**src/pkg/tpic_defs.svh**
```systemverilog
// Offsets, field positions, reset values and widths of the timer control slice.
// Assumes inclusion by bare name from design files; definitions only.
`ifndef TPIC_DEFS_SVH
`define TPIC_DEFS_SVH

// ----------------------------------------------------------------------------
// Register byte offsets
// ----------------------------------------------------------------------------
`define TPIC_OFF_CTRL2     12'h004
`define TPIC_OFF_IRQ_EN    12'h00c
`define TPIC_OFF_STATUS    12'h010
`define TPIC_OFF_CHAN_CFG  12'h020
`define TPIC_OFF_CHAN_VAL  12'h034
`define TPIC_OFF_COMMAND   12'h014
`define TPIC_OFF_LOCK      12'h044
`define TPIC_OFF_ACTIVE    12'h050

// ----------------------------------------------------------------------------
// Control register two fields
// ----------------------------------------------------------------------------
`define TPIC_C2_PRELOAD    0
`define TPIC_C2_UPD_SEL    2
`define TPIC_C2_DMA_SEL    3
`define TPIC_C2_MAIN_IDLE  8
`define TPIC_C2_COMPL_IDLE 9
`define TPIC_C2_MASK       16'h030d

// ----------------------------------------------------------------------------
// Interrupt / DMA enable fields; status flags share the low layout
// ----------------------------------------------------------------------------
`define TPIC_IE_UPDATE     0
`define TPIC_IE_CHAN1      1
`define TPIC_IE_COMM       5
`define TPIC_IE_BREAK      7
`define TPIC_IE_UPD_DMA    8
`define TPIC_IE_CH1_DMA    9
`define TPIC_IE_MASK       16'h03a3
`define TPIC_ST_MASK       16'h00a3
`define TPIC_IE_RESET      16'h0000
`define TPIC_C2_RESET      16'h0000

// ----------------------------------------------------------------------------
// Channel configuration fields
// ----------------------------------------------------------------------------
`define TPIC_CFG_EN        0
`define TPIC_CFG_NEN       2
`define TPIC_CFG_MODE_LSB  4
`define TPIC_CFG_MODE_W    3
`define TPIC_CFG_MASK      16'h0075
`define TPIC_CMD_COMM      5

`endif

```
**src/pkg/tpic_pkg.sv**
```systemverilog
// Types shared by the timer control slice modules.
// Assumes nothing beyond a SystemVerilog compiler.
package tpic_pkg;
   typedef enum logic [1:0] {TPIC_IDLE, TPIC_ACCESS} tpic_apb_st_t;
   typedef logic [15:0] tpic_word_t;
endpackage

```
**src/pkg/tpic_chan_if.sv**
```systemverilog
// Interface carrying channel settings between the top and the output stage.
// Assumes both ends run on the same clock.
interface tpic_chan_if;
   logic       main_output_enable;
   logic       chan_out_enable;
   logic       chan_compl_out_enable;
   logic [2:0] chan_out_mode;
   logic       main_idle;
   logic       compl_idle;
   logic       ref_level;
   logic       main_out;
   logic       compl_out;
   modport ctrl (output main_output_enable, chan_out_enable, chan_compl_out_enable, chan_out_mode,
                 main_idle, compl_idle, ref_level, input main_out, compl_out);
   modport outs (input main_output_enable, chan_out_enable, chan_compl_out_enable, chan_out_mode,
                 main_idle, compl_idle, ref_level, output main_out, compl_out);
endinterface

```
**src/core/tpic_out_stage.sv**
```systemverilog
// Output stage: drives the main and complementary channel pins.
// Assumes the reference level already carries dead time from the timer core.
module tpic_out_stage (
   input wire logic clk_sys,
   input wire logic nrst,
   tpic_chan_if.outs ch
);
   logic main_q;
   logic compl_q;

   // ----------------------------------------------------------------------------
   // Pin levels
   // ----------------------------------------------------------------------------
   always_ff @(posedge clk_sys) begin
      if (!nrst) begin
         main_q  <= 1'b0;
         compl_q <= 1'b0;
      end else if (!ch.main_output_enable) begin
         // Idle level only applies to the main pin when its complement is in use.
         main_q  <= ch.chan_compl_out_enable ? ch.main_idle : 1'b0;
         compl_q <= ch.compl_idle;
      end else begin
         main_q  <= ch.chan_out_enable & ch.ref_level;
         compl_q <= ch.chan_compl_out_enable & ~ch.ref_level;
      end
   end

   assign ch.main_out  = main_q;
   assign ch.compl_out = compl_q;
endmodule

```
**src/core/tpic_ctrl.sv**
```systemverilog
// Preload, commit, idle-level, interrupt and DMA request control of one timer channel.
// Assumes an APB master on clk_sys and event pulses from the counter/compare core.
`include "tpic_defs.svh"

// Summary of operation
// Preload off: channel settings apply at once; on: only at a commutation commit.
// Preload applies only to the complementary-output channel; others update directly.
// Update-select 0: commit by commutation generate; 1: also trigger rising edge.
// DMA select 0: channel request on compare event; 1: on update event.
// Outputs disabled with complement in use: main pin shows its idle level.
// Outputs disabled: complementary pin shows its idle level.
// Lock level 1 to 3 blocks writes to both idle-level bits.
// Interrupt enables: update bit 0, channel bit 1, commutation bit 5, break bit 7.
// Bit 8 gates the update DMA request.
// Bit 9 gates the channel 1 DMA request.
// Channel flag set by match; cleared by writing zero or reading value register.
// Commutation flag set on each commutation generate command write, held until software clears it.
// Interrupt is high while any enabled event flag is set.
// Reserved control bits read zero and ignore writes.
module tpic_ctrl #(
   parameter int unsigned CHAN_HAS_COMPL = 1
) (
   input  wire logic        clk_sys,
   input  wire logic        nrst,
   input  wire logic        psel,
   input  wire logic        penable,
   input  wire logic        pwrite,
   input  wire logic [11:0] paddr,
   input  wire logic [31:0] pwdata,
   input  wire logic [3:0]  pstrb,
   output logic      [31:0] prdata,
   output logic             pready,
   output logic             pslverr,
   input  wire logic        update_event,
   input  wire logic        chan1_match,
   input  wire logic        break_event,
   input  wire logic        trigger_input,
   input  wire logic        ref_level,
   input  wire logic [15:0] chan1_value,
   output logic             irq,
   output logic             update_dma_req,
   output logic             chan1_dma_req,
   output logic             chan1_main_out,
   output logic             chan1_compl_out
);
   tpic_pkg::tpic_apb_st_t st_q;
   tpic_pkg::tpic_word_t   ctrl2_q;
   tpic_pkg::tpic_word_t   ien_q;
   tpic_pkg::tpic_word_t   flags_q;
   tpic_pkg::tpic_word_t   cfg_shadow_q;
   tpic_pkg::tpic_word_t   cfg_active_q;
   logic [1:0]             lock_level_q;
   logic                   main_output_enable_q;
   logic                   trig_q;
   logic                   irq_q;
   logic                   upd_dma_q;
   logic                   ch1_dma_q;
   logic [31:0]            prdata_q;
   logic                   pready_q;
   logic                   pslverr_q;
   logic                   commit;
   logic                   comm_gen;
   logic                   wr;
   logic                   rd;
   tpic_chan_if            chif ();

   // ----------------------------------------------------------------------------
   // APB handshake: one wait state, answer in the second access cycle
   // ----------------------------------------------------------------------------
   function automatic logic known_addr(input logic [11:0] a);
      return a == `TPIC_OFF_CTRL2 || a == `TPIC_OFF_IRQ_EN || a == `TPIC_OFF_STATUS ||
             a == `TPIC_OFF_CHAN_CFG || a == `TPIC_OFF_CHAN_VAL || a == `TPIC_OFF_COMMAND ||
             a == `TPIC_OFF_LOCK || a == `TPIC_OFF_ACTIVE;
   endfunction

   // Low-half write with byte strobes; the upper half of every register is absent.
   function automatic tpic_pkg::tpic_word_t merge(input tpic_pkg::tpic_word_t old,
                                                  input logic [31:0] d, input logic [3:0] s);
      tpic_pkg::tpic_word_t r;
      r = old;
      if (s[0]) r[7:0] = d[7:0];
      if (s[1]) r[15:8] = d[15:8];
      return r;
   endfunction

   assign wr = (st_q == tpic_pkg::TPIC_ACCESS) && psel && penable && pwrite && known_addr(paddr);
   assign rd = (st_q == tpic_pkg::TPIC_ACCESS) && psel && penable && !pwrite && known_addr(paddr);

   always_ff @(posedge clk_sys) begin
      if (!nrst) begin
         st_q      <= tpic_pkg::TPIC_IDLE;
         pready_q  <= 1'b0;
         pslverr_q <= 1'b0;
      end else begin
         case (st_q)
            tpic_pkg::TPIC_IDLE: begin
               pready_q  <= 1'b0;
               pslverr_q <= 1'b0;
               if (psel && penable && !pready_q) begin
                  st_q      <= tpic_pkg::TPIC_ACCESS;
                  pready_q  <= 1'b1;
                  pslverr_q <= !known_addr(paddr);
               end
            end
            tpic_pkg::TPIC_ACCESS: begin
               st_q      <= tpic_pkg::TPIC_IDLE;
               pready_q  <= 1'b0;
               pslverr_q <= 1'b0;
            end
            default: st_q <= tpic_pkg::TPIC_IDLE;
         endcase
      end
   end

   always_ff @(posedge clk_sys) begin
      if (!nrst) begin
         prdata_q <= 32'h0000_0000;
      end else if (st_q == tpic_pkg::TPIC_IDLE && psel && penable && !pwrite) begin
         case (paddr)
            `TPIC_OFF_CTRL2:    prdata_q <= {16'h0000, ctrl2_q & `TPIC_C2_MASK};
            `TPIC_OFF_IRQ_EN:   prdata_q <= {16'h0000, ien_q};
            `TPIC_OFF_STATUS:   prdata_q <= {16'h0000, flags_q};
            `TPIC_OFF_CHAN_CFG: prdata_q <= {16'h0000, cfg_shadow_q};
            `TPIC_OFF_CHAN_VAL: prdata_q <= {16'h0000, chan1_value};
            `TPIC_OFF_LOCK:     prdata_q <= {16'h0000, main_output_enable_q, 13'h0000, lock_level_q};
            `TPIC_OFF_ACTIVE:   prdata_q <= {16'h0000, cfg_active_q};
            default:            prdata_q <= 32'h0000_0000;
         endcase
      end
   end

   // ----------------------------------------------------------------------------
   // Control registers
   // ----------------------------------------------------------------------------
   always_ff @(posedge clk_sys) begin
      if (!nrst) begin
         ctrl2_q <= `TPIC_C2_RESET;
      end else if (wr && paddr == `TPIC_OFF_CTRL2) begin
         ctrl2_q[`TPIC_C2_PRELOAD] <= pstrb[0] ? pwdata[`TPIC_C2_PRELOAD] : ctrl2_q[`TPIC_C2_PRELOAD];
         ctrl2_q[`TPIC_C2_UPD_SEL] <= pstrb[0] ? pwdata[`TPIC_C2_UPD_SEL] : ctrl2_q[`TPIC_C2_UPD_SEL];
         ctrl2_q[`TPIC_C2_DMA_SEL] <= pstrb[0] ? pwdata[`TPIC_C2_DMA_SEL] : ctrl2_q[`TPIC_C2_DMA_SEL];
         // Idle levels are frozen by any nonzero lock level.
         if (pstrb[1] && lock_level_q == 2'd0) begin
            ctrl2_q[`TPIC_C2_MAIN_IDLE]  <= pwdata[`TPIC_C2_MAIN_IDLE];
            ctrl2_q[`TPIC_C2_COMPL_IDLE] <= pwdata[`TPIC_C2_COMPL_IDLE];
         end
      end
   end

   always_ff @(posedge clk_sys) begin
      if (!nrst) begin
         ien_q <= `TPIC_IE_RESET;
      end else if (wr && paddr == `TPIC_OFF_IRQ_EN) begin
         ien_q <= merge(ien_q, pwdata, pstrb) & `TPIC_IE_MASK;
      end
   end

   always_ff @(posedge clk_sys) begin
      if (!nrst) begin
         lock_level_q         <= 2'd0;
         main_output_enable_q <= 1'b0;
      end else if (wr && paddr == `TPIC_OFF_LOCK) begin
         if (pstrb[1]) main_output_enable_q <= pwdata[15];
         // Lock only ever rises; it is cleared by reset alone.
         if (pstrb[0] && lock_level_q == 2'd0) lock_level_q <= pwdata[1:0];
      end
   end

   // ----------------------------------------------------------------------------
   // Channel settings: shadow, commit and active copy
   // ----------------------------------------------------------------------------
   assign comm_gen = wr && paddr == `TPIC_OFF_COMMAND && pstrb[0] && pwdata[`TPIC_CMD_COMM];
   assign commit   = comm_gen || (ctrl2_q[`TPIC_C2_UPD_SEL] && trigger_input && !trig_q);

   always_ff @(posedge clk_sys) begin
      if (!nrst) begin
         trig_q <= 1'b0;
      end else begin
         trig_q <= trigger_input;
      end
   end

   always_ff @(posedge clk_sys) begin
      if (!nrst) begin
         cfg_shadow_q <= 16'h0000;
      end else if (wr && paddr == `TPIC_OFF_CHAN_CFG) begin
         cfg_shadow_q <= merge(cfg_shadow_q, pwdata, pstrb) & `TPIC_CFG_MASK;
      end
   end

   always_ff @(posedge clk_sys) begin
      if (!nrst) begin
         cfg_active_q <= 16'h0000;
      end else if (CHAN_HAS_COMPL == 0 || !ctrl2_q[`TPIC_C2_PRELOAD]) begin
         // Direct path follows the shadow, so a write lands one cycle later.
         cfg_active_q <= cfg_shadow_q;
      end else if (commit) begin
         cfg_active_q <= cfg_shadow_q;
      end
   end

   // ----------------------------------------------------------------------------
   // Event flags, interrupt and DMA requests
   // ----------------------------------------------------------------------------
   always_ff @(posedge clk_sys) begin
      if (!nrst) begin
         flags_q <= 16'h0000;
      end else begin
         // Software clears by writing zero; a new event in the same cycle wins.
         if (wr && paddr == `TPIC_OFF_STATUS && pstrb[0]) begin
            flags_q <= flags_q & {8'h00, pwdata[7:0]} & `TPIC_ST_MASK;
         end
         if (rd && paddr == `TPIC_OFF_CHAN_VAL) flags_q[`TPIC_IE_CHAN1] <= 1'b0;
         if (update_event) flags_q[`TPIC_IE_UPDATE] <= 1'b1;
         if (chan1_match)  flags_q[`TPIC_IE_CHAN1] <= 1'b1;
         if (comm_gen)     flags_q[`TPIC_IE_COMM] <= 1'b1;
         if (break_event)  flags_q[`TPIC_IE_BREAK] <= 1'b1;
      end
   end

   always_ff @(posedge clk_sys) begin
      if (!nrst) begin
         irq_q <= 1'b0;
      end else begin
         irq_q <= |(flags_q & ien_q & `TPIC_ST_MASK);
      end
   end

   always_ff @(posedge clk_sys) begin
      if (!nrst) begin
         upd_dma_q <= 1'b0;
         ch1_dma_q <= 1'b0;
      end else begin
         upd_dma_q <= update_event && ien_q[`TPIC_IE_UPD_DMA];
         ch1_dma_q <= ien_q[`TPIC_IE_CH1_DMA] &&
                      (ctrl2_q[`TPIC_C2_DMA_SEL] ? update_event : chan1_match);
      end
   end

   // ----------------------------------------------------------------------------
   // Output stage
   // ----------------------------------------------------------------------------
   assign chif.main_output_enable    = main_output_enable_q;
   assign chif.chan_out_enable       = cfg_active_q[`TPIC_CFG_EN];
   assign chif.chan_compl_out_enable = cfg_active_q[`TPIC_CFG_NEN];
   assign chif.chan_out_mode         = cfg_active_q[`TPIC_CFG_MODE_LSB +: `TPIC_CFG_MODE_W];
   assign chif.main_idle             = ctrl2_q[`TPIC_C2_MAIN_IDLE];
   assign chif.compl_idle            = ctrl2_q[`TPIC_C2_COMPL_IDLE];
   assign chif.ref_level             = ref_level;

   tpic_out_stage u_out (
      .clk_sys (clk_sys),
      .nrst    (nrst),
      .ch      (chif.outs)
   );

   assign prdata          = prdata_q;
   assign pready          = pready_q;
   assign pslverr         = pslverr_q;
   assign irq             = irq_q;
   assign update_dma_req  = upd_dma_q;
   assign chan1_dma_req   = ch1_dma_q;
   assign chan1_main_out  = chif.main_out;
   assign chan1_compl_out = chif.compl_out;
endmodule

```
**config.mk**
```make
export PLATFORM = sky130hd
export DESIGN_NAME = tpic_ctrl
export DESIGN_NICKNAME = d
export VERILOG_FILES = /design/src/pkg/tpic_pkg.sv /design/src/pkg/tpic_chan_if.sv /design/src/core/tpic_out_stage.sv /design/src/core/tpic_ctrl.sv
export VERILOG_INCLUDE_DIRS = /design/src /design/src/pkg
export SDC_FILE = /design/constraint.sdc
export NUM_CORES = 1
export LEC_CHECK = 0
export BUFFER_PORTS_ARGS = -buffer_cell sky130_fd_sc_hd__buf_2
export CAP_MARGIN = 30
export CORE_UTILIZATION = 25
export DETAILED_ROUTE_END_ITERATION = 16
export SYNTH_ARGS = -nofsm -noshare
export SYNTH_HDL_FRONTEND = slang
export SYNTH_SLANG_ARGS = --single-unit
export TNS_END_PERCENT = 1
```
**constraint.sdc**
```tcl
create_clock -name clk_sys -period 2.52 [get_ports clk_sys]
set_clock_uncertainty 0.2 [all_clocks]
set_input_delay 0.252 -clock clk_sys [delete_from_list [all_inputs] [get_ports clk_sys]]
set_output_delay 0.252 -clock clk_sys [all_outputs]
set_load 0.05 [all_outputs]
```
==> metrics.cfg, run 1 <==
[outcome]
status=finished clean

[final_layout]
drive_gt1_share_pct=25.6
mostFrequentLayoutCells=73 x buf_2, 53 x dfxtp_1, 45 x nand2_1, 22 x nor2_1, 21 x a21oi_1
final_nets=477
utilization_pct=32.3
final_area_sq_um=3320
final_common_cell=buf_2
area_growth_pct=25.4
diodes=0

[drt]
via_per_inst=4.73
drt_iter0_markers=156
firstDrtPassIters=4
drcViolationCount=0
routedWlPerCell_um=14.9
detail-route-antenna-nets=0
routed_wl_um=8040
vias=2545

[global_routing]
grt_max_degree=30
grt_pass1_vias=2456
track_usage_pct=14.6
grt_pass1_wl_um=12600
overflow=0
antenna_found_initial=0

[critical_path]
crit_arrival_ps=2020
critPathLaunchType=register
critPathCaptureType=register
critPathMaxFanout=9
worstPathCellList=nor4bb_1, nor2_1, a32o_1, a221oi_1, a211oi_1
critPathKind=register to register
max_stage_delay_ps=480
critPathSlowestCell=nor4bb_1
cp.required_ps=2500
rrSetupSlack_ps=480

[placement]
post-place-ws_ps=298
place_hpwl_um=6230
place_area_sq_um=3150
gp_congestion=0.877
numPortBuffers=73

[sta]
grt_setup_unrepaired=false
worst_pin_slew_ps=654
post-route-period-util_pct=80.8
min_period_ps=2040
fmax_mhz=491
timing.final.ws_setup_ps=483
setup_viol=0
final.setup.tns_ps=0
finalMaxSlewViolations=0
max-slew-margin-rel_pct=56.3
hold_violations=0

[cts]
cts_buffer_depth=2
clk_pin_slew_worst_paths_ps=90
cts_sinks=53
cts_made_buffers=5
cts_tree=done
clk_latency_ps=300
cts_setup_buffers=0
h-tree-depth=2
clockRootBuffer=clkbuf_8

[synthesis]
yosys.cell_types.count=52
syn_area_sq_um=2650
ys_seq_elements=53
yosysSeqAreaShare_pct=40.1
synthArstFlopShare_pct=0
yosysWarningCount=0
ys.flop_type=dfxtp_1
synth_edf_count=0
syn_inst=316
synth_area_per_cell_sq_um=8.38

[flow_run]
drv_cap=0

[die]
dieArea_sq_um=11000
dieWidth_um=105
rows=37
boundaryPins=113
start_util_pct=25.8
fp.dieH_um=105
core-area_sq_um=10300

[power]
seqPwrFrac_pct=56.2
leakage_nw=1.33
comb_power_share_pct=13.8
p_sw_share_pct=27.6
vdd_ir_drop_max_uv=186
clkPwrFrac_pct=30.0
powerDensity_nw_per_um2=455
p_int_mw=1.09
switchingPower_mw=0.416

[hold_path]
min_path_type=primary input to register

## path summary, 6_finish.rpt
| check | cells after the start | to | startpoint |
|---|---|---|---|
| setup / recovery | 5 | prdata[1]$_SDFFE_PN0P_ | st_q[0]$_SDFFE_PN0P_ |
| hold / removal | 3 | chif.main_output_enable$_SDFFE_PN0P_ | pwdata[15] |
| setup reg to reg | 5 | prdata[1]$_SDFFE_PN0P_ | st_q[0]$_SDFFE_PN0P_ |
| hold reg to reg | 2 | prdata[12]$_SDFFE_PN0P_ | prdata[12]$_SDFFE_PN0P_ |
## state kept, by name, summed over array words and instances (netlist names)
name	cells
cfg_active_q	5
cfg_shadow_q	5
chan1_dma_req	1
chif.main_output_enable	1
ctrl2_q	5
flags_q	4
ien_q	6
irq	1
lock_level_q	2
prdata	16
pready	1
pslverr	1
st_q	1
trig_q	1
u_out.ch.compl_out	1
u_out.ch.main_out	1
update_dma_req	1
## synth_stat cells (all sizes together) (4+ instances only)
cell | number | area (sq um)
nor4 | 5 | 46.3
dfxtp | 53 | 1060
clkbuf | 9 | 33.8
nor3 | 9 | 50.1
nor2 | 22 | 82.6
a21oi | 22 | 114
nor4b | 4 | 50.1
mux2i | 17 | 170
nand2 | 45 | 169
nor2b | 5 | 31.3
a211oi | 5 | 37.5
o21ai | 21 | 105
nand3 | 18 | 95.1
nand3b | 5 | 37.5
buf | 23 | 165
a22oi | 6 | 45.0
and3 | 7 | 43.8
## power groups by stage
| stage | combinational, mW | clock [mW] | sequential, mW |
|---|---|---|---|
| after floorplan | 0.135 | 0 | 0.870 |
| after global placement | 0.192 | 0 | 0.868 |
| after detailed placement | 0.194 | 0 | 0.868 |
| after CTS | 0.207 | 0.467 | 0.848 |
| after global routing | 0.223 | 0.488 | 0.849 |
| final | 0.208 | 0.453 | 0.848 |
## critical path: cells and delay by family (launching register included)
kind	cells	cell delay, ps
simple gates	2	770
compound gates	3	600
flops	1	340
## cell type report
class,instances,area (sq um)
Clock buffer,5,68.8
Clock inverter,1,5.00
Fill cell,1138,6960
Inverter,3,11.3
Multi-Input combinational cell,243,1430
Sequential cell,53,1060
Tap cell,136,170
Timing Repair Buffer,97,571
## layer usage
metal,wire length (um),up-vias,global-route usage (%),share of wire [%]
li1,-,1275,-,-
met1,3950,1177,20.0,49
met2,3480,85,22.7,43
met3,463,8,2.93,5.8
met4,144,0,4.83,1.8
met5,0,-,0,0
## what timing repair did
action,4_1_cts,5_1_grt
gates resized for setup,0,0
hold endpoints to repair,13,0
hold buffers,10,0
## through the flow
stage / hold slack, ps / power [mW] / std cells
final: 8.06 / 1.51 / 538
after global routing: 0.00699 / 1.56 / 538
after CTS: 3.71 / 1.52 / 538
after detailed placement: 240 / 1.06 / 522
after global placement: 233 / 1.06 / 522
after floorplan: 174 / 1.01 / 331
## cells by family after synthesis
family | after synthesis | synth area share [%]
compound gates | 70 | 16.8
xor+xnor | 1 | 0.331
buf+inv | 35 | 7.94
flops | 53 | 40.1
mux | 17 | 6.43
other cells | 1 | 0.142
simple gates | 139 | 28.3
(Power assumes the default switching activity.)
==> inputs of run 2 (changes only) <==
--- a/config.mk
+++ b/config.mk
@@ -6,6 +6,7 @@
 export SDC_FILE = /design/constraint.sdc
 export NUM_CORES = 1
 export LEC_CHECK = 0
+export ABC_AREA = 1
 export BUFFER_PORTS_ARGS = -buffer_cell sky130_fd_sc_hd__buf_2
 export CAP_MARGIN = 30
 export CORE_UTILIZATION = 25
==> constraint.sdc (replaced) <==
create_clock -name clk_sys -period 2 [get_ports clk_sys]
set_clock_uncertainty 0.2 [all_clocks]
set_input_delay 0.2 -clock clk_sys [delete_from_list [all_inputs] [get_ports clk_sys]]
set_output_delay 0.2 -clock clk_sys [all_outputs]
set_load 0.05 [all_outputs]
==> run 2 against run 1 <==
  * Design area rose by 7.0%
  * Worst setup slack lost 130 ps
  * Clock-buffer cell count up 2
  * Largest power group unchanged
==> metrics.cfg, run 2 <==
[outcome]
status=finished clean

[die]
start_util_pct=26.2
fp.dieH_um=107
dieArea_sq_um=11400
rows=37
dieWidth_um=107
core-area_sq_um=10500
boundaryPins=113

[final_layout]
diodes=0
register_area_sq_um=1060
mostFrequentLayoutCells=98 x nand2_1, 73 x buf_2, 62 x nor2_1, 53 x inv_1, 53 x dfxtp_1
final_nets=585
area_growth_pct=29.8
final_area_sq_um=3550
multi_input_area_sq_um=1360
fillCellCount=1172
drive_gt1_share_pct=21.7
largest_register_ffs=16
final_common_cell=nand2_1

[critical_path]
cp_top_family=simple AND/OR/NAND/NOR gates
critPathLaunchType=primary input
critPathSlowestCell=nor2_1
critPathMaxFanout=8
cp.buffers_inverters=1
regToRegStartpoint=st_q[0]$_SDFFE_PN0P_
crit_end=ctrl2_q[3]$_SDFFE_PN0P_
rr_worst_depth=8
r2r-end=ctrl2_q[3]$_SDFFE_PN0P_
max_stage_delay_ps=200
crit_path_frequent_cell=nand2_1
path_depth=14
worstPathCellList=buf_2, nor2_1, nand2_2, nor2_1, nand2_1, nand3_1, nor2_2, nand2_4, nand2_4, nor2_8, nand2_1, nand2_1, nand2_1, nor2_1
rrSetupSlack_ps=380
cp.required_ps=2050
critPathCaptureType=register
critPathKind=primary input to register
crit_arrival_ps=1690
crit_path_start=paddr[9]

[synthesis]
yosys.area_share.adder_pct=0
yosysWarningCount=0
yosysTopAreaCellShare_pct=38.8
synthArstFlopShare_pct=0
ys_seq_elements=53
synth_compound_area_share_pct=12.6
synth-simple-area-share_pct=34.8
syn_inst=411
yosys.cell_types.count=30
synth_xor_xnor_area_share_pct=0
synth_top_family_by_area=simple AND/OR/NAND/NOR gates
synth_commonest_cells=98 x nand2_1, 62 x nor2_1, 53 x dfxtp_1, 53 x inv_1, 30 x a21oi_1
syn_area_sq_um=2740
synthMuxAreaShare_pct=0
yosysSeqAreaShare_pct=38.8
ys.flop_type=dfxtp_1
synth_edf_count=0
synth_area_leader_cell=dfxtp_1
synth.most_common_cell=nand2_1
ys_top_cells_by_area=dfxtp_1 39%, nand2_1 13%, nor2_1 8.5%, inv_1 7.3%, a21oi_1 5.5%
synth_area_per_cell_sq_um=6.66

[sta]
setup_viol=0
min_period_ps=1650
final.setup.tns_ps=0
fmax_mhz=608
hold_violations=0
post-route-period-util_pct=82.3
grt_setup_unrepaired=false
finalMaxSlewViolations=0

[global_routing]
grt_pass1_wl_um=13000
overflow=0
antenna_found_initial=0
track_usage_pct=14.4
grt_pass1_vias=2802
grt_max_degree=30

[placement]
gp_congestion=0.807
place_area_sq_um=3280
numPortBuffers=73
place_hpwl_um=6200

[drt]
vias=2854
routed_wl_um=7930
firstDrtPassIters=4
detail-route-antenna-nets=0
routedWlPerCell_um=12.3
drt_iter0_markers=207
via_per_inst=4.41
drcViolationCount=0

[cts]
cts_sinks=53
h-tree-depth=2
clk_latency_ps=300
cts_buffer_depth=2
clockRootBuffer=clkbuf_8
cts_setup_buffers=0
clk_pin_slew_worst_paths_ps=90
cts_made_buffers=5
cts_tree=done

[power]
powerDensity_nw_per_um2=554
leakage_nw=1.73
finalPower_mw=1.97
vdd_ir_drop_max_uv=278

[hold_path]
min_path_type=primary input to register

[flow_run]
drv_cap=0

run 2: cell types whose count changed after synthesis, moves of 6 or more:
cell and delta:
nor2_1 +40, and3_1 -7, mux2i_1 -17, a22oi_1 -6, nand4_1 +6, inv_1 +50
nand2_1 +53, a21oi_1 +9
run 2: tightest hold or removal path, stage by stage:
cell,delay (ps)
buf_2,150
nand3_1,90
a21oi_1,50
run 2: cell families after synthesis:
family | Yosys count
flops | 53
simple gates | 214
buf+inv | 82
compound gates | 61
other cells | 1
run 2: cell type report:
type | count | share of cell area, %
multi-input cells | 291 | 38.4
well taps | 136 | 4.79
inverters | 55 | 5.81
clock buffers | 7 | 2.43
repair buffers | 105 | 18.7
flip-flops and latches | 53 | 29.9
run 2: what timing repair did:
action	4_1_cts	5_1_grt
resized for setup	0	0
endpoints found under the hold margin	23	0
hold buffers	19	0
run 2: worst min path at each step:
| stage | from | endpoint | slack, ps | depth (start not counted) |
|---|---|---|---|---|
| floorplan | trigger_input | trig_q$_SDFF_PN0_ | 90 | 2 |
| global placement | pwdata[4] | cfg_shadow_q[4]$_SDFFE_PN0P_ | 220 | 3 |
| detailed placement | pwdata[4] | cfg_shadow_q[4]$_SDFFE_PN0P_ | 230 | 3 |
| CTS | pwdata[0] | lock_level_q[0]$_SDFFE_PN0P_ | 10 | 3 |
| global route | pwdata[0] | lock_level_q[0]$_SDFFE_PN0P_ | 30 | 3 |
| finish | pwdata[0] | lock_level_q[0]$_SDFFE_PN0P_ | 30 | 3 |
run 2: stage by stage:
step | std cells | hold slack [ps] | util (%) | setup slack, ps
after detailed placement | 621 | 233 | 31.3 | 34.5
after floorplan | 426 | 93.5 | - | 299
after global placement | 621 | 224 | 31.3 | 75.7
final | 647 | 25.4 | 34.0 | 354
after global routing | 647 | 30.3 | 34.0 | 135
after CTS | 647 | 12.6 | 34.0 | 361
run 2: where the power goes:
part	leakage (nW)	internal [mW]	switching, mW
Clock	0.0443	0.276	0.342
Sequential	0.429	1.07	0.00646
Combinational	1.25	0.0899	0.188
Total	1.73	1.43	0.536
run 2: metal layers:
layer / global-route usage [%] / routed length [um] / up-vias
met5: 0 / 0 / -
met4: 3.42 / 88 / 0
met3: 3.53 / 462 / 7
li1: - / - / 1474
met2: 25.6 / 3780 / 69
met1: 17.5 / 3600 / 1304
==> inputs of run 3 (changes only) <==
==> constraint.sdc (replaced) <==
create_clock -name clk_sys -period 1.6 [get_ports clk_sys]
set_clock_uncertainty 0.2 [all_clocks]
set_input_delay 0.16 -clock clk_sys [delete_from_list [all_inputs] [get_ports clk_sys]]
set_output_delay 0.16 -clock clk_sys [all_outputs]
set_load 0.05 [all_outputs]
==> run 3 against run 2 <==
  * Core utilization up 4.0 points
  * Design area up 12%
  * Global-route usage up 0.38 points
  * Sequential share of layout area down 3.1 points
  * Largest cell class unchanged
  * Largest power group unchanged
==> metrics.cfg, run 3 (same netlist as run 2, synthesis figures left out) <==
[cts]
cts_buffer_depth=2
h-tree-depth=2
clockRootBuffer=clkbuf_8
cts_tree=done
clk_pin_slew_worst_paths_ps=90
cts_sinks=53
cts_made_buffers=5
clk_latency_ps=300

[critical_path]
crit_path_frequent_cell=nor2_1
critPathKind=primary input to register
rrSetupSlack_ps=80
critPathMaxFanout=7
crit_arrival_ps=1600
cp.buffers_inverters=2
critPathCaptureType=register
critPathSlowestCell=nor2_8
max_stage_delay_ps=190
critPathLaunchType=primary input
cp.required_ps=1610
cp_top_family=simple AND/OR/NAND/NOR gates
worstPathCellList=buf_2, nor2_4, inv_2, nor2_4, nand3b_1, nand2_1, nor2_1, nand2_4, nand2_4, nor2_8, nand2_1, nor2_1, nor2_1

[outcome]
status=finished clean

[die]
start_util_pct=26.2
boundaryPins=113
fp.dieH_um=107
dieArea_sq_um=11400
dieWidth_um=107
rows=37
core-area_sq_um=10500

[final_layout]
largest_register_ffs=16
layout.cells.non_filler=681
final_area_sq_um=3970
final_nets=618
drive_gt1_share_pct=29.9
fillCellCount=1113
final_common_cell=nand2_1
diodes=0
area_growth_pct=45.2
mostFrequentLayoutCells=93 x nand2_1, 73 x buf_2, 57 x nor2_1, 52 x dfxtp_1, 51 x inv_1

[drt]
routed_wl_um=8320
drt_iter0_markers=164
drcViolationCount=0
firstDrtPassIters=4
detail-route-antenna-nets=0
via_per_inst=4.38
routedWlPerCell_um=12.2
vias=2982

[power]
clkPwrFrac_pct=35.0
p_sw_share_pct=25.9
leakage_nw=1.93
p_int_mw=1.99
seqPwrFrac_pct=50.0
powerDensity_nw_per_um2=676
finalPower_mw=2.68
switchingPower_mw=0.695
comb_power_share_pct=15.0
vdd_ir_drop_max_uv=415

[placement]
place_hpwl_um=6440
gp_congestion=0.867
dp.cells=639
place_area_sq_um=3490
numPortBuffers=73

[sta]
setup_viol=0
min_period_ps=1600
fmax_mhz=626
post-route-period-util_pct=99.8
grt_setup_unrepaired=true
finalMaxSlewViolations=0
hold_violations=0

[global_routing]
track_usage_pct=14.8
grt_max_degree=25
overflow=0
antenna_found_initial=0
grt_pass1_vias=2811
grt_pass1_wl_um=13400

[hold_path]
min_path_type=primary input to register

[flow_run]
drv_cap=0

==> run 3: cell types whose count changed in the layout (fill, tap and decap cells not counted), moves of 3 or more <==
cell           before  now
buf_4              12   37
nor2_1             62   57
nand2_1            98   93
nor2_4              1    8
a21oi_1            30   25
a21oi_2             0    5
dlygate4sd3_1      19   22
nand2_2             3    8
==> run 3: power by group through the flow <==
stage / sequential [mW] / clock, mW / combinational [mW]
floorplan: 1.40 / 0 / 0.202
global placement: 1.37 / 0 / 0.343
detailed placement: 1.37 / 0 / 0.346
CTS: 1.34 / 0.963 / 0.389
global route: 1.34 / 1.03 / 0.432
finish: 1.34 / 0.940 / 0.402
==> run 3: final cells by class <==
class | instances | area (sq um) | area share (%)
Clock buffer | 7 | 86.3 | 2.17
Clock inverter | 1 | 30.0 | 0.756
Inverter | 55 | 210 | 5.29
Multi-Input combinational cell | 292 | 1480 | 37.3
Sequential cell | 53 | 1060 | 26.7
Tap cell | 136 | 170 | 4.28
Timing Repair Buffer | 136 | 926 | 23.3
Timing Repair inverter | 1 | 7.51 | 0.189
==> run 3: path summary, 6_finish.rpt <==
path	startpoint	to	depth (start not counted)
min	chan1_value[4]	prdata[4]$_SDFFE_PN0P_	5
max reg2reg	st_q[0]$_SDFFE_PN0P_	ctrl2_q[3]$_SDFFE_PN0P_	7
max	paddr[0]	ctrl2_q[3]$_SDFFE_PN0P_	13
min reg2reg	prdata[15]$_SDFFE_PN0P_	prdata[15]$_SDFFE_PN0P_	2
==> run 3: worst reg2reg max path, cell delays in order, from the launching register on <==
cell     delay [ps]
dfxtp_2         340
nor3b_4         170
buf_6           150
nand2_4          70
nor2_8          200
nand2_1         130
nor2_1          110
nor2_1           60
==> run 3: metal layers <==
metal	track usage, %	vias up	share of wire, %
met5	0	-	0
met3	3.10	8	5.0
li1	-	1540	-
met1	18.6	1363	45
met4	2.74	0	0.84
met2	26.2	71	49
==> run 3: per-stage QoR <==
stage	setup TNS [ps]	hold slack, ps	worst slack, ps	util [%]
final	0	36.9	2.90	38.0
after global placement	-5400	194	-225	33.3
after CTS	0	32.7	5.10	36.7
after global routing	-1510	55.0	-124	38.0
after detailed placement	-6370	203	-250	33.3
after floorplan	0	53.5	9.54	-
==> run 3: timing repair <==
action                                  4_1_cts  5_1_grt
hold endpoints to repair                     32        0
gates resized for setup                       0       18
pin swaps                                     0       11
hold buffers                                 22        0
endpoints found under the setup margin        1       34
cloned                                        0        2
setup buffers                                 2        8
